==> src/spm_pkg.sv <==
// Constants for the serial control pin multiplexer: register map, fields, reset values, timing.
// Assumes a 50 MHz system clock and a 32-bit APB master.
// Notes on behaviour
// - After reset all three control pins are general-purpose port pins.
// - As port pins, each pin's direction follows its direction register bit.
// - A set function-select bit hands the pin to the serial port.
// - Asynchronous mode: pin zero is receiver clock, in or out, with hysteresis.
// - Synchronous mode: pin zero is transmitter 1 output or serial flag 0.
// - Asynchronous mode: pin one is receiver frame sync, driven or accepted.
// - Synchronous mode: pin one is transmitter 2 output or serial flag 1.
// - Pin two is shared frame sync in synchronous, transmit sync in asynchronous.
// - Pin two as output drives the internally generated frame sync.
// - Pin two as input feeds transmitter, and receiver in synchronous mode.
// - Transmit and receive paths work at the same time, full duplex.
// - External bit clock needs three processor phases per half period.
package spm_pkg;
	localparam int unsigned       NPIN            = 3;
	localparam int unsigned       ADDR_W          = 8;
	// ==========================================
	// Register offsets
	localparam logic [ADDR_W-1:0] OFF_FUNC_SEL    = 8'h00;
	localparam logic [ADDR_W-1:0] OFF_DIR         = 8'h04;
	localparam logic [ADDR_W-1:0] OFF_GPIO_OUT    = 8'h08;
	localparam logic [ADDR_W-1:0] OFF_PIN_LEVEL   = 8'h0c;
	localparam logic [ADDR_W-1:0] OFF_SER_CFG     = 8'h10;
	localparam logic [ADDR_W-1:0] OFF_STATUS      = 8'h14;
	// ==========================================
	// Serial configuration fields
	localparam int unsigned       CFG_SYNC        = 0;
	localparam int unsigned       CFG_P0_OUT      = 1;
	localparam int unsigned       CFG_P1_OUT      = 2;
	localparam int unsigned       CFG_P2_OUT      = 3;
	localparam int unsigned       CFG_P0_FLAG     = 4;
	localparam int unsigned       CFG_P1_FLAG     = 5;
	localparam int unsigned       CFG_FLAG0_OUT   = 6;
	localparam int unsigned       CFG_FLAG1_OUT   = 7;
	localparam int unsigned       CFG_CLK_CHK     = 8;
	localparam int unsigned       CFG_W           = 9;
	localparam int unsigned       STAT_CLK_FAST   = 0;
	// ==========================================
	// Reset values
	localparam logic [NPIN-1:0]   RST_FUNC_SEL    = 3'h0;
	localparam logic [NPIN-1:0]   RST_DIR         = 3'h0;
	localparam logic [NPIN-1:0]   RST_GPIO_OUT    = 3'h0;
	localparam logic [CFG_W-1:0]  RST_SER_CFG     = 9'h000;
	// ==========================================
	// Bit clock timing
	localparam int unsigned       SYS_CLK_NS      = 20;
	localparam int unsigned       SCLK_MIN_PHASES = 3;
	localparam int unsigned       SYS_PHASE_NS    = SYS_CLK_NS / 2;
	localparam int unsigned       SCLK_MIN_HALF_NS = SCLK_MIN_PHASES * SYS_PHASE_NS;
	localparam int unsigned       CNT_W           = 3;
	localparam logic [CNT_W-1:0]  SCLK_MIN_HALF_CYC =
		CNT_W'((SCLK_MIN_HALF_NS + SYS_CLK_NS - 1) / SYS_CLK_NS);
	localparam logic [CNT_W-1:0]  CNT_MAX         = 3'h7;

	function automatic logic spm_hit(input logic [ADDR_W-1:0] addr, input logic [ADDR_W-1:0] off);
		spm_hit = (addr == off);
	endfunction
endpackage

==> src/spm_sync2.sv <==
// Two-flop synchroniser for pin inputs.
// Assumes inputs are asynchronous to i_clk_sys.
module spm_sync2 #(
	parameter int unsigned W = 1
) (
	input  wire logic         i_clk_sys,
	input  wire logic         i_rst_n,
	input  wire logic         i_ce,
	input  wire logic [W-1:0] i_async,
	output logic      [W-1:0] o_sync
);
	logic [W-1:0] meta;

	always_ff @(posedge i_clk_sys or negedge i_rst_n) begin
		if (!i_rst_n) begin
			meta   <= '0;
			o_sync <= '0;
		end else if (i_ce) begin
			meta   <= i_async;
			o_sync <= meta;
		end
	end
endmodule // spm_sync2

==> src/spm_pin_cell.sv <==
// One pin's output stage: chooses port or serial drive and registers level and enable.
// Assumes select and direction come from registers on the same clock.
module spm_pin_cell (
	input  wire logic i_clk_sys,
	input  wire logic i_rst_n,
	input  wire logic i_ce,
	input  wire logic i_serial_sel,
	input  wire logic i_gpio_dir,
	input  wire logic i_gpio_out,
	input  wire logic i_serial_oe,
	input  wire logic i_serial_out,
	output logic      o_pin,
	output logic      o_pin_oe
);
	wire next_oe  = i_serial_sel ? i_serial_oe : i_gpio_dir;
	wire next_out = i_serial_sel ? i_serial_out : i_gpio_out;

	always_ff @(posedge i_clk_sys or negedge i_rst_n) begin
		if (!i_rst_n) begin
			o_pin    <= 1'b0;
			o_pin_oe <= 1'b0;
		end else if (i_ce) begin
			o_pin    <= next_out;
			o_pin_oe <= next_oe;
		end
	end
endmodule // spm_pin_cell

==> src/spm_pin_mux.sv <==
// Top of the serial control pin multiplexer: APB registers, pin routing, bit clock check.
// Assumes an APB master on i_clk_sys and a serial port core on the same clock.
module spm_pin_mux (
	input  wire logic                      i_clk_sys,
	input  wire logic                      i_rst_n,
	input  wire logic                      i_ce,
	input  wire logic                      i_psel,
	input  wire logic                      i_penable,
	input  wire logic                      i_pwrite,
	input  wire logic [spm_pkg::ADDR_W-1:0] i_paddr,
	input  wire logic [31:0]               i_pwdata,
	output logic      [31:0]               o_prdata,
	output logic                           o_pready,
	output logic                           o_pslverr,
	input  wire logic [spm_pkg::NPIN-1:0]  i_pin,
	output logic      [spm_pkg::NPIN-1:0]  o_pin,
	output logic      [spm_pkg::NPIN-1:0]  o_pin_oe,
	input  wire logic                      i_serial_bit_clock_pin,
	input  wire logic                      i_tx1_data,
	input  wire logic                      i_tx2_data,
	input  wire logic                      i_flag0_out,
	input  wire logic                      i_flag1_out,
	input  wire logic                      i_rx_clk_out,
	input  wire logic                      i_rx_fs_out,
	input  wire logic                      i_fs_internal,
	output logic                           o_rx_clk,
	output logic                           o_rx_fs,
	output logic                           o_tx_fs,
	output logic                           o_flag0_in,
	output logic                           o_flag1_in,
	output logic                           o_sync_mode
);
	import spm_pkg::*;

	logic [NPIN-1:0]  func_sel;
	logic [NPIN-1:0]  dir;
	logic [NPIN-1:0]  gpio_out;
	logic [CFG_W-1:0] ser_cfg;
	logic             clk_fast;
	logic [NPIN:0]    in_sync;
	logic             p0_prev;
	logic             p0_level;
	logic             sclk_prev;
	logic [CNT_W-1:0] sclk_cnt;

	// ==========================================
	// APB decode
	wire setup    = i_psel & ~i_penable;
	wire wr       = i_psel & i_penable & o_pready & i_pwrite;
	wire hit_fsel = spm_hit(i_paddr, OFF_FUNC_SEL);
	wire hit_dir  = spm_hit(i_paddr, OFF_DIR);
	wire hit_gout = spm_hit(i_paddr, OFF_GPIO_OUT);
	wire hit_lvl  = spm_hit(i_paddr, OFF_PIN_LEVEL);
	wire hit_cfg  = spm_hit(i_paddr, OFF_SER_CFG);
	wire hit_stat = spm_hit(i_paddr, OFF_STATUS);
	wire any_hit  = hit_fsel | hit_dir | hit_gout | hit_lvl | hit_cfg | hit_stat;

	wire [NPIN-1:0] pin_lvl = {in_sync[2:1], p0_level};

	wire [31:0] rd_mux =
		hit_fsel ? {29'h0, func_sel} :
		hit_dir  ? {29'h0, dir} :
		hit_gout ? {29'h0, gpio_out} :
		hit_lvl  ? {29'h0, pin_lvl} :
		hit_cfg  ? {23'h0, ser_cfg} :
		hit_stat ? {31'h0, clk_fast} : 32'h0;

	always_ff @(posedge i_clk_sys or negedge i_rst_n) begin
		if (!i_rst_n) begin
			o_pready  <= 1'b0;
			o_prdata  <= 32'h0;
			o_pslverr <= 1'b0;
		end else if (i_ce) begin
			o_pready  <= setup;
			o_prdata  <= (setup & ~i_pwrite) ? rd_mux : 32'h0;
			o_pslverr <= setup & ~any_hit;
		end
	end

	// ==========================================
	// Control registers
	always_ff @(posedge i_clk_sys or negedge i_rst_n) begin
		if (!i_rst_n) begin
			func_sel <= RST_FUNC_SEL;
			dir      <= RST_DIR;
			gpio_out <= RST_GPIO_OUT;
			ser_cfg  <= RST_SER_CFG;
		end else if (i_ce && wr) begin
			if (hit_fsel) func_sel <= i_pwdata[NPIN-1:0];
			if (hit_dir)  dir      <= i_pwdata[NPIN-1:0];
			if (hit_gout) gpio_out <= i_pwdata[NPIN-1:0];
			if (hit_cfg)  ser_cfg  <= i_pwdata[CFG_W-1:0];
		end
	end

	wire sync_md = ser_cfg[CFG_SYNC];
	wire p0_out  = ser_cfg[CFG_P0_OUT];
	wire p1_out  = ser_cfg[CFG_P1_OUT];
	wire p2_out  = ser_cfg[CFG_P2_OUT];
	wire p0_flag = ser_cfg[CFG_P0_FLAG];
	wire p1_flag = ser_cfg[CFG_P1_FLAG];
	wire f0_out  = ser_cfg[CFG_FLAG0_OUT];
	wire f1_out  = ser_cfg[CFG_FLAG1_OUT];

	// ==========================================
	// Input synchronisers and pin zero hysteresis
	spm_sync2 #(.W(NPIN + 1)) u_sync (
		.i_clk_sys (i_clk_sys),
		.i_rst_n   (i_rst_n),
		.i_ce      (i_ce),
		.i_async   ({i_serial_bit_clock_pin, i_pin}),
		.o_sync    (in_sync)
	);

	always_ff @(posedge i_clk_sys or negedge i_rst_n) begin
		if (!i_rst_n) begin
			p0_prev  <= 1'b0;
			p0_level <= 1'b0;
		end else if (i_ce) begin
			p0_prev <= in_sync[0];
			if (in_sync[0] == p0_prev) p0_level <= p0_prev;
		end
	end

	// ==========================================
	// Serial function drive per pin
	wire ser_oe0  = sync_md ? (p0_flag ? f0_out : 1'b1) : p0_out;
	wire ser_out0 = sync_md ? (p0_flag ? i_flag0_out : i_tx1_data) : i_rx_clk_out;
	wire ser_oe1  = sync_md ? (p1_flag ? f1_out : 1'b1) : p1_out;
	wire ser_out1 = sync_md ? (p1_flag ? i_flag1_out : i_tx2_data) : i_rx_fs_out;
	wire ser_oe2  = p2_out;
	wire ser_out2 = i_fs_internal;

	wire [NPIN-1:0] ser_oe  = {ser_oe2, ser_oe1, ser_oe0};
	wire [NPIN-1:0] ser_out = {ser_out2, ser_out1, ser_out0};

	genvar g;
	generate
		for (g = 0; g < NPIN; g++) begin : g_cell
			spm_pin_cell u_cell (
				.i_clk_sys    (i_clk_sys),
				.i_rst_n      (i_rst_n),
				.i_ce         (i_ce),
				.i_serial_sel (func_sel[g]),
				.i_gpio_dir   (dir[g]),
				.i_gpio_out   (gpio_out[g]),
				.i_serial_oe  (ser_oe[g]),
				.i_serial_out (ser_out[g]),
				.o_pin        (o_pin[g]),
				.o_pin_oe     (o_pin_oe[g])
			);
		end
	endgenerate

	// ==========================================
	// Received signals towards the serial core
	wire next_rx_clk  = func_sel[0] & ~sync_md & ~p0_out & pin_lvl[0];
	wire next_flag0   = func_sel[0] & sync_md & p0_flag & ~f0_out & pin_lvl[0];
	wire next_flag1   = func_sel[1] & sync_md & p1_flag & ~f1_out & pin_lvl[1];
	wire next_tx_fs   = func_sel[2] & ~p2_out & pin_lvl[2];
	wire next_rx_fs   = sync_md ? next_tx_fs : (func_sel[1] & ~p1_out & pin_lvl[1]);

	// Transmit drive and receive capture share no state, so both run at once
	always_ff @(posedge i_clk_sys or negedge i_rst_n) begin
		if (!i_rst_n) begin
			o_rx_clk    <= 1'b0;
			o_rx_fs     <= 1'b0;
			o_tx_fs     <= 1'b0;
			o_flag0_in  <= 1'b0;
			o_flag1_in  <= 1'b0;
			o_sync_mode <= 1'b0;
		end else if (i_ce) begin
			o_rx_clk    <= next_rx_clk;
			o_rx_fs     <= next_rx_fs;
			o_tx_fs     <= next_tx_fs;
			o_flag0_in  <= next_flag0;
			o_flag1_in  <= next_flag1;
			o_sync_mode <= sync_md;
		end
	end

	// ==========================================
	// External bit clock rate check
	wire sclk_edge   = in_sync[NPIN] ^ sclk_prev;
	wire sclk_short  = sclk_edge & ser_cfg[CFG_CLK_CHK] & (sclk_cnt < SCLK_MIN_HALF_CYC);
	wire fast_clear  = wr & hit_stat & i_pwdata[STAT_CLK_FAST];
	wire next_fast   = sclk_short | (clk_fast & ~fast_clear);

	always_ff @(posedge i_clk_sys or negedge i_rst_n) begin
		if (!i_rst_n) begin
			sclk_prev <= 1'b0;
			sclk_cnt  <= CNT_MAX;
			clk_fast  <= 1'b0;
		end else if (i_ce) begin
			sclk_prev <= in_sync[NPIN];
			if (sclk_edge) sclk_cnt <= CNT_W'(1);
			else if (sclk_cnt != CNT_MAX) sclk_cnt <= sclk_cnt + CNT_W'(1);
			clk_fast <= next_fast;
		end
	end
endmodule // spm_pin_mux

==> config.mk <==
export PLATFORM = sky130hd
export DESIGN_NAME = spm_pin_mux
export DESIGN_NICKNAME = d
export VERILOG_FILES = /design/src/spm_pkg.sv /design/src/spm_sync2.sv /design/src/spm_pin_cell.sv /design/src/spm_pin_mux.sv
export SDC_FILE = /design/constraint.sdc
export NUM_CORES = 1
export LEC_CHECK = 0
export ABC_AREA = 1
export BUFFER_PORTS_ARGS = -buffer_cell sky130_fd_sc_hd__buf_2
export CORE_AREA = 2 2 87 89
export CTS_BUF_LIST = sky130_fd_sc_hd__clkbuf_2 sky130_fd_sc_hd__clkbuf_4 sky130_fd_sc_hd__clkbuf_8
export DETAILED_ROUTE_END_ITERATION = 7
export DIE_AREA = 0 0 89 91
export HOLD_SLACK_MARGIN = 0.03
export PLACE_DENSITY = 0.69
export SLEW_MARGIN = 20
export SYNTH_ARGS = -nofsm -noshare
export SYNTH_HDL_FRONTEND = slang
export SYNTH_SLANG_ARGS = --single-unit
==> constraint.sdc <==
create_clock -name i_clk_sys -period 1.5 [get_ports i_clk_sys]
set_input_delay 0 -clock i_clk_sys [delete_from_list [all_inputs] [get_ports i_clk_sys]]
set_output_delay 0 -clock i_clk_sys [all_outputs]
set_load 0.005 [all_outputs]
---- Yosys cells after proc, flatten, opt, wreduce, memory -nomap -nowiden ----
Index checks and enable logic that the tools add are counted.
cells by class
  equal/unequal tests ..................... 7
  bitwise logic cells ..................... 43
  $add $sub $neg .......................... 1
  mux-type cells .......................... 24
  magnitude comparators ................... 1
  reductions and logical operators ........ 9
operators by type and width
  kind                                                                  number
  9-bit two-way mux                                                     6
  1-bit AND                                                             26
  8-bit by 4-bit == test with 1-bit output, second input constant       2
  8-bit by 5-bit == test with 1-bit output, second input constant       2
  1-bit two-way mux                                                     16
  2-bit AND reduction                                                   6
  1-bit inverter                                                        10
  8-bit by 3-bit == test with 1-bit output, second input constant       1
  8-bit logical NOT                                                     1
  3-bit two-way mux                                                     2
  1-bit OR                                                              6
  3-bit by 1-bit adder with 3-bit output, second input constant         1
  3-bit by 2-bit < comparator with 1-bit output, second input constant  1
  3-bit != test, second input constant                                  1
  2-bit nonzero test                                                    1
  1-bit == test                                                         1
  1-bit logical AND                                                     1
  1-bit XOR                                                             1
word-level totals
  output and inout bits ................... 46
  word-level logic and storage cells ...... 111
  flip-flop bits (word level) ............. 79
  input bits .............................. 57

---- Longest topological paths before layout ----
Gate-level depths: netlist of run 1.
  depth in word-level cells ............... 8
  gate-level depth with buffers ........... 11
  gate-level depth less buffers ........... 11

---- Cells and area by module ----
From an unflattened synthesis of run 1, not the netlist that was laid out.
second synthesis, totals
  cells, all modules ...................... 373
  area total of the unflattened synthesis .. 2940.3 um2
by module, submodules not included
  module        sequential area each (um2)  cells each  instances  area each (um2)
  spm_pin_mux   1054.8                      285         1          2297.2
  spm_pin_cell  50.0                        18          3          112.6
  spm_sync2     200.2                       34          1          305.3

---- Worst setup path after synthesis of run 1 ----
OpenSTA, ideal clock, no wires.
  path type ............................... register to register
  start point ............................. register sclk_cnt[0]
  end point ............................... register sclk_cnt[0]
  data required time ...................... 1436 ps
  cell stages (with the launch flop) ...... 7
  library setup time ...................... 64 ps
  clock period less this slack ............ 1258 ps
  slack ................................... 242 ps
  path buffers ............................ 0
  arrival time ............................ 1194 ps
  path through ............................ dfstp_2 ha_1 ha_1 inv_1 nand2_1 or2_2 nand3_1
on the way
  cells in the longest elaborated chain, start to end .. 3
  elaborated cells on any way between the ends .. 6
  those cells by class .................... add/sub: 1; eq/ne: 1; mux: 2; reduce/logical: 2
ends and longest elaborated chain
  what                                                                            RTL line            text
  start, declared                                                                 spm_pin_mux.sv:44   logic [CNT_W-1:0] sclk_cnt;
  start signal, assigned                                                          spm_pin_mux.sv:197  else if (sclk_cnt != CNT_MAX) sclk_cnt <= sclk_cnt + CNT_W'(1);
  3-bit by 1-bit adder with 3-bit output / 3-bit != test (equally long branches)  spm_pin_mux.sv:197
  3-bit two-way mux / 2-bit nonzero test (equally long branches)                  --
  3-bit two-way mux / 2-bit AND reduction (equally long branches)                 --
Several ways; a longest one is shown, not always the timed one. The select of a mux whose other input is x is not followed.
A chain may end at the register's enable or synchronous reset.

---- Worst setup path after layout of run 1 ----
Ends and elaborated chain as after synthesis.

==> results of run 1 <==
## cell usage after synthesis, types with 3 or more instances
master    n  area (um2)
nor2_4    4       45.04
a21oi_1  14       70.07
buf_4    30       225.2
buf_2     5       25.02
nand2_4   4       45.04
nor2_1   30       112.6
o21ai_1   9       45.04
dfstp_2   3       78.83
inv_2     6       22.52
o21ai_2   3       26.28
dfrtp_1  53        1326
a21oi_2   6       52.55
nand3_1  16       80.08
nand2_1  96       360.4
inv_1    28       105.1
o31ai_1   3       22.52
o21ai_0  15       75.07
## power by group through the flow
stage | logic (mW) | clock network (mW) | registers, mW
2_1_floorplan | 0.295 | 0 | 1.70
3_3_place_gp | 0.369 | 0 | 1.72
3_5_place_dp | 0.390 | 0 | 1.72
4_1_cts | 0.430 | 0.876 | 1.69
5_1_grt | 0.489 | 0.947 | 1.71
6_report | 0.422 | 0.854 | 1.69
## layout by cell type (no fill, tap or decap), drive strengths merged, types with 2 or more instances in the layout
| master | instances |
|---|---|
| a21oi | 20 |
| clkbuf | 5 |
| o211ai | 2 |
| conb | 23 |
| a31oi | 2 |
| nor2 | 35 |
| o21ai | 27 |
| o41ai | 2 |
| ha | 2 |
| nor3 | 3 |
| clkinv | 2 |
| o31ai | 3 |
| nand2 | 102 |
| inv | 36 |
| dfrtp | 53 |
| or2 | 2 |
| nand3 | 16 |
| dfstp | 3 |
| buf | 60 |
| dlygate4sd3 | 19 |
## layout make-up
| cell class | count | area (um2) | share of cell area (%) |
|---|---|---|---|
| Sequential cell | 56 | 1405 | 40.38 |
| Multi-Input combinational cell | 245 | 1212 | 34.84 |
| Timing Repair Buffer | 79 | 513.0 | 14.74 |
| Inverter | 35 | 133.9 | 3.848 |
| Tap cell | 99 | 123.9 | 3.560 |
| Clock buffer | 5 | 68.82 | 1.978 |
| Clock inverter | 3 | 22.52 | 0.6472 |
## worst max-delay path by stage
stage / end / slack [ns] / startpoint
6_report: sclk_cnt[0] / 0.15 / sclk_cnt[0]
5_1_grt: sclk_cnt[0] / 0.04 / sclk_cnt[0]
4_1_cts: sclk_cnt[0] / 0.15 / sclk_cnt[0]
3_5_place_dp: sclk_cnt[0] / 0.17 / sclk_cnt[0]
3_3_place_gp: sclk_cnt[0] / 0.20 / sclk_cnt[0]
2_1_floorplan: sclk_cnt[0] / 0.24 / sclk_cnt[0]
## registers in the layout, summed over array words and instances, names as in the netlist, 3 cells and up
| signal | flops |
|---|---|
| func_sel | 3 |
| u_sync.o_sync | 4 |
| g_cell.u_cell.o_pin_oe | 3 |
| sclk_cnt | 3 |
| g_cell.u_cell.o_pin | 3 |
| dir | 3 |
| ser_cfg | 9 |
| u_sync.meta | 4 |
| gpio_out | 3 |
| o_prdata | 9 |
## layer usage
layer | wire length, um | GRT usage [%] | vias to the layer above | share of wire [%]
met5 | 0 | 0 | - | 0
met4 | 51 | 3.483 | 0 | 0.81
met3 | 319 | 2.727 | 6 | 5.1
met2 | 2996 | 27.67 | 72 | 48
met1 | 2917 | 23.00 | 1113 | 46
li1 | - | - | 1210 | -
## kinds of logic (layout without fill, tap and decap cells)
family | count (synthesis) | after routing | synth area share, %
simple gates | 162 | 162 | 25.46
buf+inv | 72 | 122 | 13.60
compound gates | 57 | 57 | 11.77
flops | 56 | 56 | 47.89
fa+ha+maj | 2 | 2 | 0.8527
other cells | 1 | 23 | 0.1278
xor+xnor | 1 | 1 | 0.2986
## stage by stage
step           power [mW]  cells
3_3_place_gp        2.086    495
2_1_floorplan       1.998    373
4_1_cts             2.998    522
3_5_place_dp        2.112    495
5_1_grt             3.145    522
6_report            2.969    522
## worst max-delay path: cells and delay by family, from the launching register on
kind / cells / cell delay, ns
AND/OR/NAND/NOR: 3 / 0.46
adder cells (fa/ha/maj): 2 / 0.37
buffers and inverters: 1 / 0.08
flip-flops: 1 / 0.39
==> out/results.ini, run 1 <==
[timing]
finClkSkew_ns=0.01254
finalSetupViolations=0
slew_viol_final=0
rsz0062_at_grt=no
setup_tns_ns=0
max_clock_freq_mhz=740.4
worst_slack_ns=0.1494
hold_violations=0
period_needed_ns=1.351
holdWs_ns=0.02981
min_period_over_period_pct=90.04

[clock_tree]
insertion_delay_ns=0.31
cts.path.max_buffers=2
root_buffer=clkbuf_8
clk_pin_slew_ns=0.11
cts_resized=0
cts_made_buffers=5
post_cts_buffers=0
tritoncts=yes
cts.hold.buffers_added=19
clkSinkCount=56
cts-htree-levels=2

[place]
numPortBuffers=56
place.gp.congestion=0.8741
placed_area_um2=3198
dp_hpwl_um=4595
dp_slack_ns=0.1718

[worst_setup_path]
critPathRequiredTime_ns=1.76
cp_common_cell=ha_1
crit_arrival_ns=1.61
endpoint_kind=flop
crit_chain=ha_1, ha_1, inv_1, nand2_1, or2_2, nand3_1
r2r_slack_ns=0.15
rr_worst_depth=6
critPathMaxStageDelay_ns=0.39
start_kind=flop
cp_slowest_cell=dfstp_2
path_max_fanout=4
worstReg2RegEnd=sclk_cnt[0]
r2r-start=sclk_cnt[0]
critPathKind=reg -> reg

[power_and_ir_drop]
irDropWorstVdd_mv=0.5016
swShare_pct=27.66
power_density_nw_per_um2=853.3
combPwrFrac_pct=14.2
power.leakage_nw=1.850
seqPwrFrac_pct=57.0
p_int_mw=2.148
p_switching_mw=0.8212
clkPwrFrac_pct=28.7

[floorplan]
die_x_um=89
io_pins=103
initial_utilization_pct=41.11
rows=31
die_h_um=91
die_area_um2=8099
coreArea_um2=7137

[detailed_routing]
ant_nets=0
firstDrtPassIters=4
drc=0
vias_per_cell=4.600
drt_iter0_markers=160
routed_wl_um=6284
vias=2401
wl_per_cell_um=12.04

[job]
maxCapViolCount=0

[layout]
drive_gt1_share_pct=24.11
synthToLayoutAreaGrowth_pct=18.59
fill_cells=709
diodes=0
utilization_pct=48.76
fin_area_um2=3480
nets=481

[global_route]
gr-usage-all-layers_pct=16.70
grt_pass1_vias=2340
antenna_found_initial=0
grt_pass1_wl_um=10720
grt_max_degree=57
grt_overflow=0

[synth]
ys_warn_count=0
syn_avg_cell_area_um2=8.359
synth_edf_count=0
ys_seq_elements=56
ys_seq_area_share_pct=47.89
synth_area_um2=2934
syn_inst=351
netlist-cell-type-count=36
ys.flop_type=dfrtp_1
synthArstFlopShare_pct=100.0

[outcome]
status=finished clean

[min_path]
hold_class=in -> reg
holdPathStages=3
min_from=i_ce
hold_end=g_cell[0].u_cell.o_pin

Note: power is estimated with default switching activity, not from simulation.
==> inputs of run 2 (changes only) <==
--- a/config.mk
+++ b/config.mk
@@ -7,12 +7,12 @@
 export LEC_CHECK = 0
 export ABC_AREA = 1
 export BUFFER_PORTS_ARGS = -buffer_cell sky130_fd_sc_hd__buf_2
-export CORE_AREA = 2 2 87 89
+export CORE_AREA = 2 2 72 108
 export CTS_BUF_LIST = sky130_fd_sc_hd__clkbuf_2 sky130_fd_sc_hd__clkbuf_4 sky130_fd_sc_hd__clkbuf_8
 export DETAILED_ROUTE_END_ITERATION = 7
-export DIE_AREA = 0 0 89 91
+export DIE_AREA = 0 0 74 110
 export HOLD_SLACK_MARGIN = 0.03
-export PLACE_DENSITY = 0.69
+export PLACE_DENSITY = 0.67
 export SLEW_MARGIN = 20
 export SYNTH_ARGS = -nofsm -noshare
 export SYNTH_HDL_FRONTEND = slang
==> out/results.ini, run 2 (synthesis gave the netlist of run 1 again) <==
[place]
numPortBuffers=56
place.gp.congestion=0.8412
placed_area_um2=3199
dp_hpwl_um=4940
dp_slack_ns=0.1520

[worst_setup_path]
endpoint_kind=flop
path_buf_inv=1
critPathRequiredTime_ns=1.76
critical_path.endpoint=sclk_cnt[0]
path_max_fanout=4
cp_slowest_cell=dfstp_2
crit_chain=ha_1, ha_1, inv_1, nand2_1, or2_2, nand3_1
critPathKind=reg -> reg
startpoint=sclk_cnt[0]
critPathMaxStageDelay_ns=0.39
crit_cells=6
worstReg2RegEnd=sclk_cnt[0]
r2r_slack_ns=0.14
crit_arrival_ns=1.61
r2r-start=sclk_cnt[0]
path_delay_family=simple AND/OR/NAND/NOR gates
start_kind=flop
cp_common_cell=ha_1
rr_worst_depth=6

[floorplan]
io_pins=103
coreArea_um2=7179
die_h_um=110
die_x_um=74
initial_utilization_pct=40.87
die_area_um2=8140
rows=38

[timing]
slew_headroom_pct=66.08
setup_tns_ns=0
hold_violations=0
finalSetupViolations=0
slew_viol_final=0
rsz0062_at_grt=no
min_period_over_period_pct=90.40
worst_slack_ns=0.1440
max_clock_freq_mhz=737.4
tightest_slew_ns=0.5088
period_needed_ns=1.356
finClkSkew_ns=0.007699

[layout]
fin_area_um2=3497
final_common_cell=nand2_1
final_cell_mix=nand2_1, buf_2, dfrtp_1
fill_cells=721
synthToLayoutAreaGrowth_pct=19.19
drive_gt1_share_pct=24.06
nets=482
top_regs=o_prdata (9), ser_cfg (9)
diodes=0

[min_path]
hold_class=in -> reg
holdPathStages=3

[clock_tree]
cts.path.max_buffers=2
clkSinkCount=56
post_cts_buffers=0
cts_resized=0
cts_made_buffers=5
clk_pin_slew_ns=0.10
cts-htree-levels=2
tritoncts=yes
root_buffer=clkbuf_8
insertion_delay_ns=0.31

[detailed_routing]
vias_per_cell=4.571
drt_iter0_markers=84
ant_nets=0
wl_per_cell_um=12.52
vias=2395
firstDrtPassIters=4
drc=0
routed_wl_um=6563

[global_route]
grt_pass1_wl_um=10430
grt_max_degree=37
antenna_found_initial=0
grt_overflow=0
grt_pass1_vias=2273
gr-usage-all-layers_pct=16.82

[job]
maxCapViolCount=0

[outcome]
status=finished clean

[power_and_ir_drop]
power.leakage_nw=1.853
irDropWorstVdd_mv=0.7420
power_density_nw_per_um2=854.2

==> run 2: cell count changes in the layout (fill, tap and decap cells not counted), sizes merged <==
cell         previous run  this run
clkinv                  2         0
inv                    36        35
clkbuf                  5         7
dlygate4sd3            19        20
clkinvlp                0         1
==> run 2: worst min-delay path, delay by kind of cell <==
family | cells | cell delay [ns]
buf+inv | 1 | 0.09
compound gates | 1 | 0.09
simple gates | 1 | 0.14
==> run 2: area by class of cell <==
type                    count  area, um2  area share (%)
clock inverters             1      7.507          0.2147
repair buffers             80      523.0           14.96
multi-input cells         245       1212           34.67
flip-flops and latches     56       1405           40.18
inverters                  35      133.9           3.828
clock buffers               7      90.09           2.576
well taps                 100      125.1           3.578
==> run 2: worst min-delay path by stage <==
| stage | from | end | slack [ns] |
|---|---|---|---|
| 6_report | i_penable | o_pslverr | 0.05 |
| 5_1_grt | i_penable | o_pslverr | 0.06 |
| 4_1_cts | i_penable | o_pslverr | 0.04 |
| 3_5_place_dp | i_rst_n | o_prdata[3] | -0.005 |
| 3_3_place_gp | i_rst_n | o_prdata[6] | -0.01 |
| 2_1_floorplan | i_rst_n | clk_fast | -0.30 |
==> run 2: power breakdown <==
| group | leakage (nW) | switching, mW | internal, mW |
|---|---|---|---|
| Clock | 0.0479 | 0.484 | 0.394 |
| Combinational | 1.10 | 0.232 | 0.183 |
| Sequential | 0.711 | 0.0668 | 1.63 |
==> run 2: per-layer routing <==
layer	share of wire, %	global-route usage, %	routed length [um]	vias up
li1	-	-	-	1211
met1	42	20.37	2751	1106
met2	52	30.10	3436	67
met3	3.7	1.727	242	11
met4	2.0	6.623	133	0
met5	0	0	0	-
==> run 2: metrics by stage <==
stage | util [%] | instances | hold WS (ns) | power, mW
after floorplan | - | 373 | -0.2956 | 1.998
after global placement | 44.56 | 496 | -0.01171 | 2.091
after detailed placement | 44.56 | 496 | -0.005337 | 2.110
after CTS | 48.71 | 524 | 0.03844 | 3.030
after global routing | 48.71 | 524 | 0.05661 | 3.159
final | 48.71 | 524 | 0.04528 | 2.987
==> run 2: what timing repair did <==
item,4_1_cts,5_1_grt
endpoints found under the hold margin,42,0
endpoints found under the setup margin,0,0
hold buffers,20,0
==> inputs of run 3 (changes only) <==
--- a/config.mk
+++ b/config.mk
@@ -7,12 +7,12 @@
 export LEC_CHECK = 0
 export ABC_AREA = 1
 export BUFFER_PORTS_ARGS = -buffer_cell sky130_fd_sc_hd__buf_2
-export CORE_AREA = 2 2 72 108
+export CORE_AREA = 2 2 66 99
 export CTS_BUF_LIST = sky130_fd_sc_hd__clkbuf_2 sky130_fd_sc_hd__clkbuf_4 sky130_fd_sc_hd__clkbuf_8
 export DETAILED_ROUTE_END_ITERATION = 7
-export DIE_AREA = 0 0 74 110
+export DIE_AREA = 0 0 68 101
 export HOLD_SLACK_MARGIN = 0.03
-export PLACE_DENSITY = 0.67
+export PLACE_DENSITY = 0.78
 export SLEW_MARGIN = 20
 export SYNTH_ARGS = -nofsm -noshare
 export SYNTH_HDL_FRONTEND = slang
==> out/results.ini, run 3 (synthesis gave the netlist of run 1 again) <==
[layout]
final_common_cell=nand2_1
diodes=0
nets=481
drive_gt1_share_pct=24.11
fin_area_um2=3455
top_regs=o_prdata (9), ser_cfg (9)
final_cell_mix=nand2_1, buf_2, dfrtp_1
multi_input_area_um2=1212
seqCellArea_um2=1405
synthToLayoutAreaGrowth_pct=17.74
fill_cells=557
utilization_pct=57.16
instances_no_fill=497

[global_route]
top_usage_layer=met2
gr-usage-all-layers_pct=20.38
grt_max_degree=57
grt_overflow=0
grt_util_met2_pct=34.65
grt_pass1_vias=2358
antenna_found_initial=0
grt_pass1_wl_um=10590
met3_usage_pct=3.017
met1_usage_pct=24.91

[detailed_routing]
drt_iter0_markers=117
firstDrtPassIters=4
wl_per_cell_um=12.70
vias_per_cell=4.970
vias=2470
ant_nets=0
drc=0
routed_wl_um=6314

[job]
maxCapViolCount=0

[floorplan]
die_x_um=68
io_pins=103
initial_utilization_pct=48.55
die_area_um2=6868
coreArea_um2=6043
rows=35
die_h_um=101

[clock_tree]
insertion_delay_ns=0.31
cts_resized=0
post_cts_buffers=0
cts.path.max_buffers=2
tritoncts=yes
cts-htree-levels=2
root_buffer=clkbuf_8
clk_pin_slew_ns=0.10
cts_made_buffers=5
clkSinkCount=56

[timing]
max_clock_freq_mhz=729.0
worst_slack_ns=0.1283
hold_violations=0
rsz0062_at_grt=no
slew_viol_final=0
period_needed_ns=1.372
finClkSkew_ns=0.005932
holdWs_ns=0.03586
min_period_over_period_pct=91.45
setup_tns_ns=0
finalSetupViolations=0

[place]
dp_slack_ns=0.1439
numPortBuffers=56
dp_cells=470
placed_area_um2=3167
dp_hpwl_um=4562
place.gp.congestion=0.8857

[worst_setup_path]
crit_arrival_ns=1.63
rr_worst_depth=6
r2r_slack_ns=0.13
r2r-start=sclk_cnt[0]
start_kind=flop
endpoint_kind=flop
critPathRequiredTime_ns=1.76
critPathKind=reg -> reg
worstReg2RegEnd=sclk_cnt[0]
path_max_fanout=4

[power_and_ir_drop]
power_density_nw_per_um2=867.8
irDropWorstVdd_mv=0.6620
p_total_mw=2.998
power.leakage_nw=1.849

[min_path]
hold_class=in -> reg
min_from=i_pwdata[0]
hold_end=ser_cfg[0]
holdPathStages=3

[outcome]
status=finished clean

## run 3: where the power goes
group          internal (mW)  switching, mW  total (mW)
combinational          0.182          0.232       0.413
clock                  0.395          0.494       0.889
sequential              1.63         0.0688        1.70
total                   2.20          0.795        3.00
## run 3: what timing repair did
item	CTS	global route
endpoints found under the setup margin	0	0
hold buffers	19	0
hold endpoints to repair	77	0
## run 3: worst max path at each step
stage                     slack [ns]         from                        end  depth (start not counted)
final                           0.13  sclk_cnt[0]                sclk_cnt[0]                          6
after global routing            0.06   ser_cfg[0]  g_cell[1].u_cell.o_pin_oe                          3
after CTS                       0.12  sclk_cnt[0]                sclk_cnt[0]                          6
after detailed placement        0.14  sclk_cnt[0]                sclk_cnt[0]                          6
after global placement          0.20  sclk_cnt[0]                sclk_cnt[0]                          6
after floorplan                 0.24  sclk_cnt[0]                sclk_cnt[0]                          6
## run 3: cell type report
type                       count  share of cell area (%)
inverter                      35                   3.875
clock inverter                 1                  0.2173
clock buffer                   7                   2.608
tap                           74                   2.680
sequential                    56                   40.67
multi-input combinational    245                   35.10
timing repair buffer          79                   14.85
## run 3: critical path, stage by stage (launching register included)
cell and delay, ns:
dfstp_2 0.39, ha_1 0.20, ha_1 0.18, inv_1 0.08, nand2_1 0.10, or2_2 0.29
nand3_1 0.08
## run 3: per-layer routing
layer | vias up | part of all wire [%]
li1 | 1215 | -
met1 | 1174 | 39
met2 | 68 | 54
met3 | 13 | 4.2
met4 | 0 | 2.7
met5 | - | 0
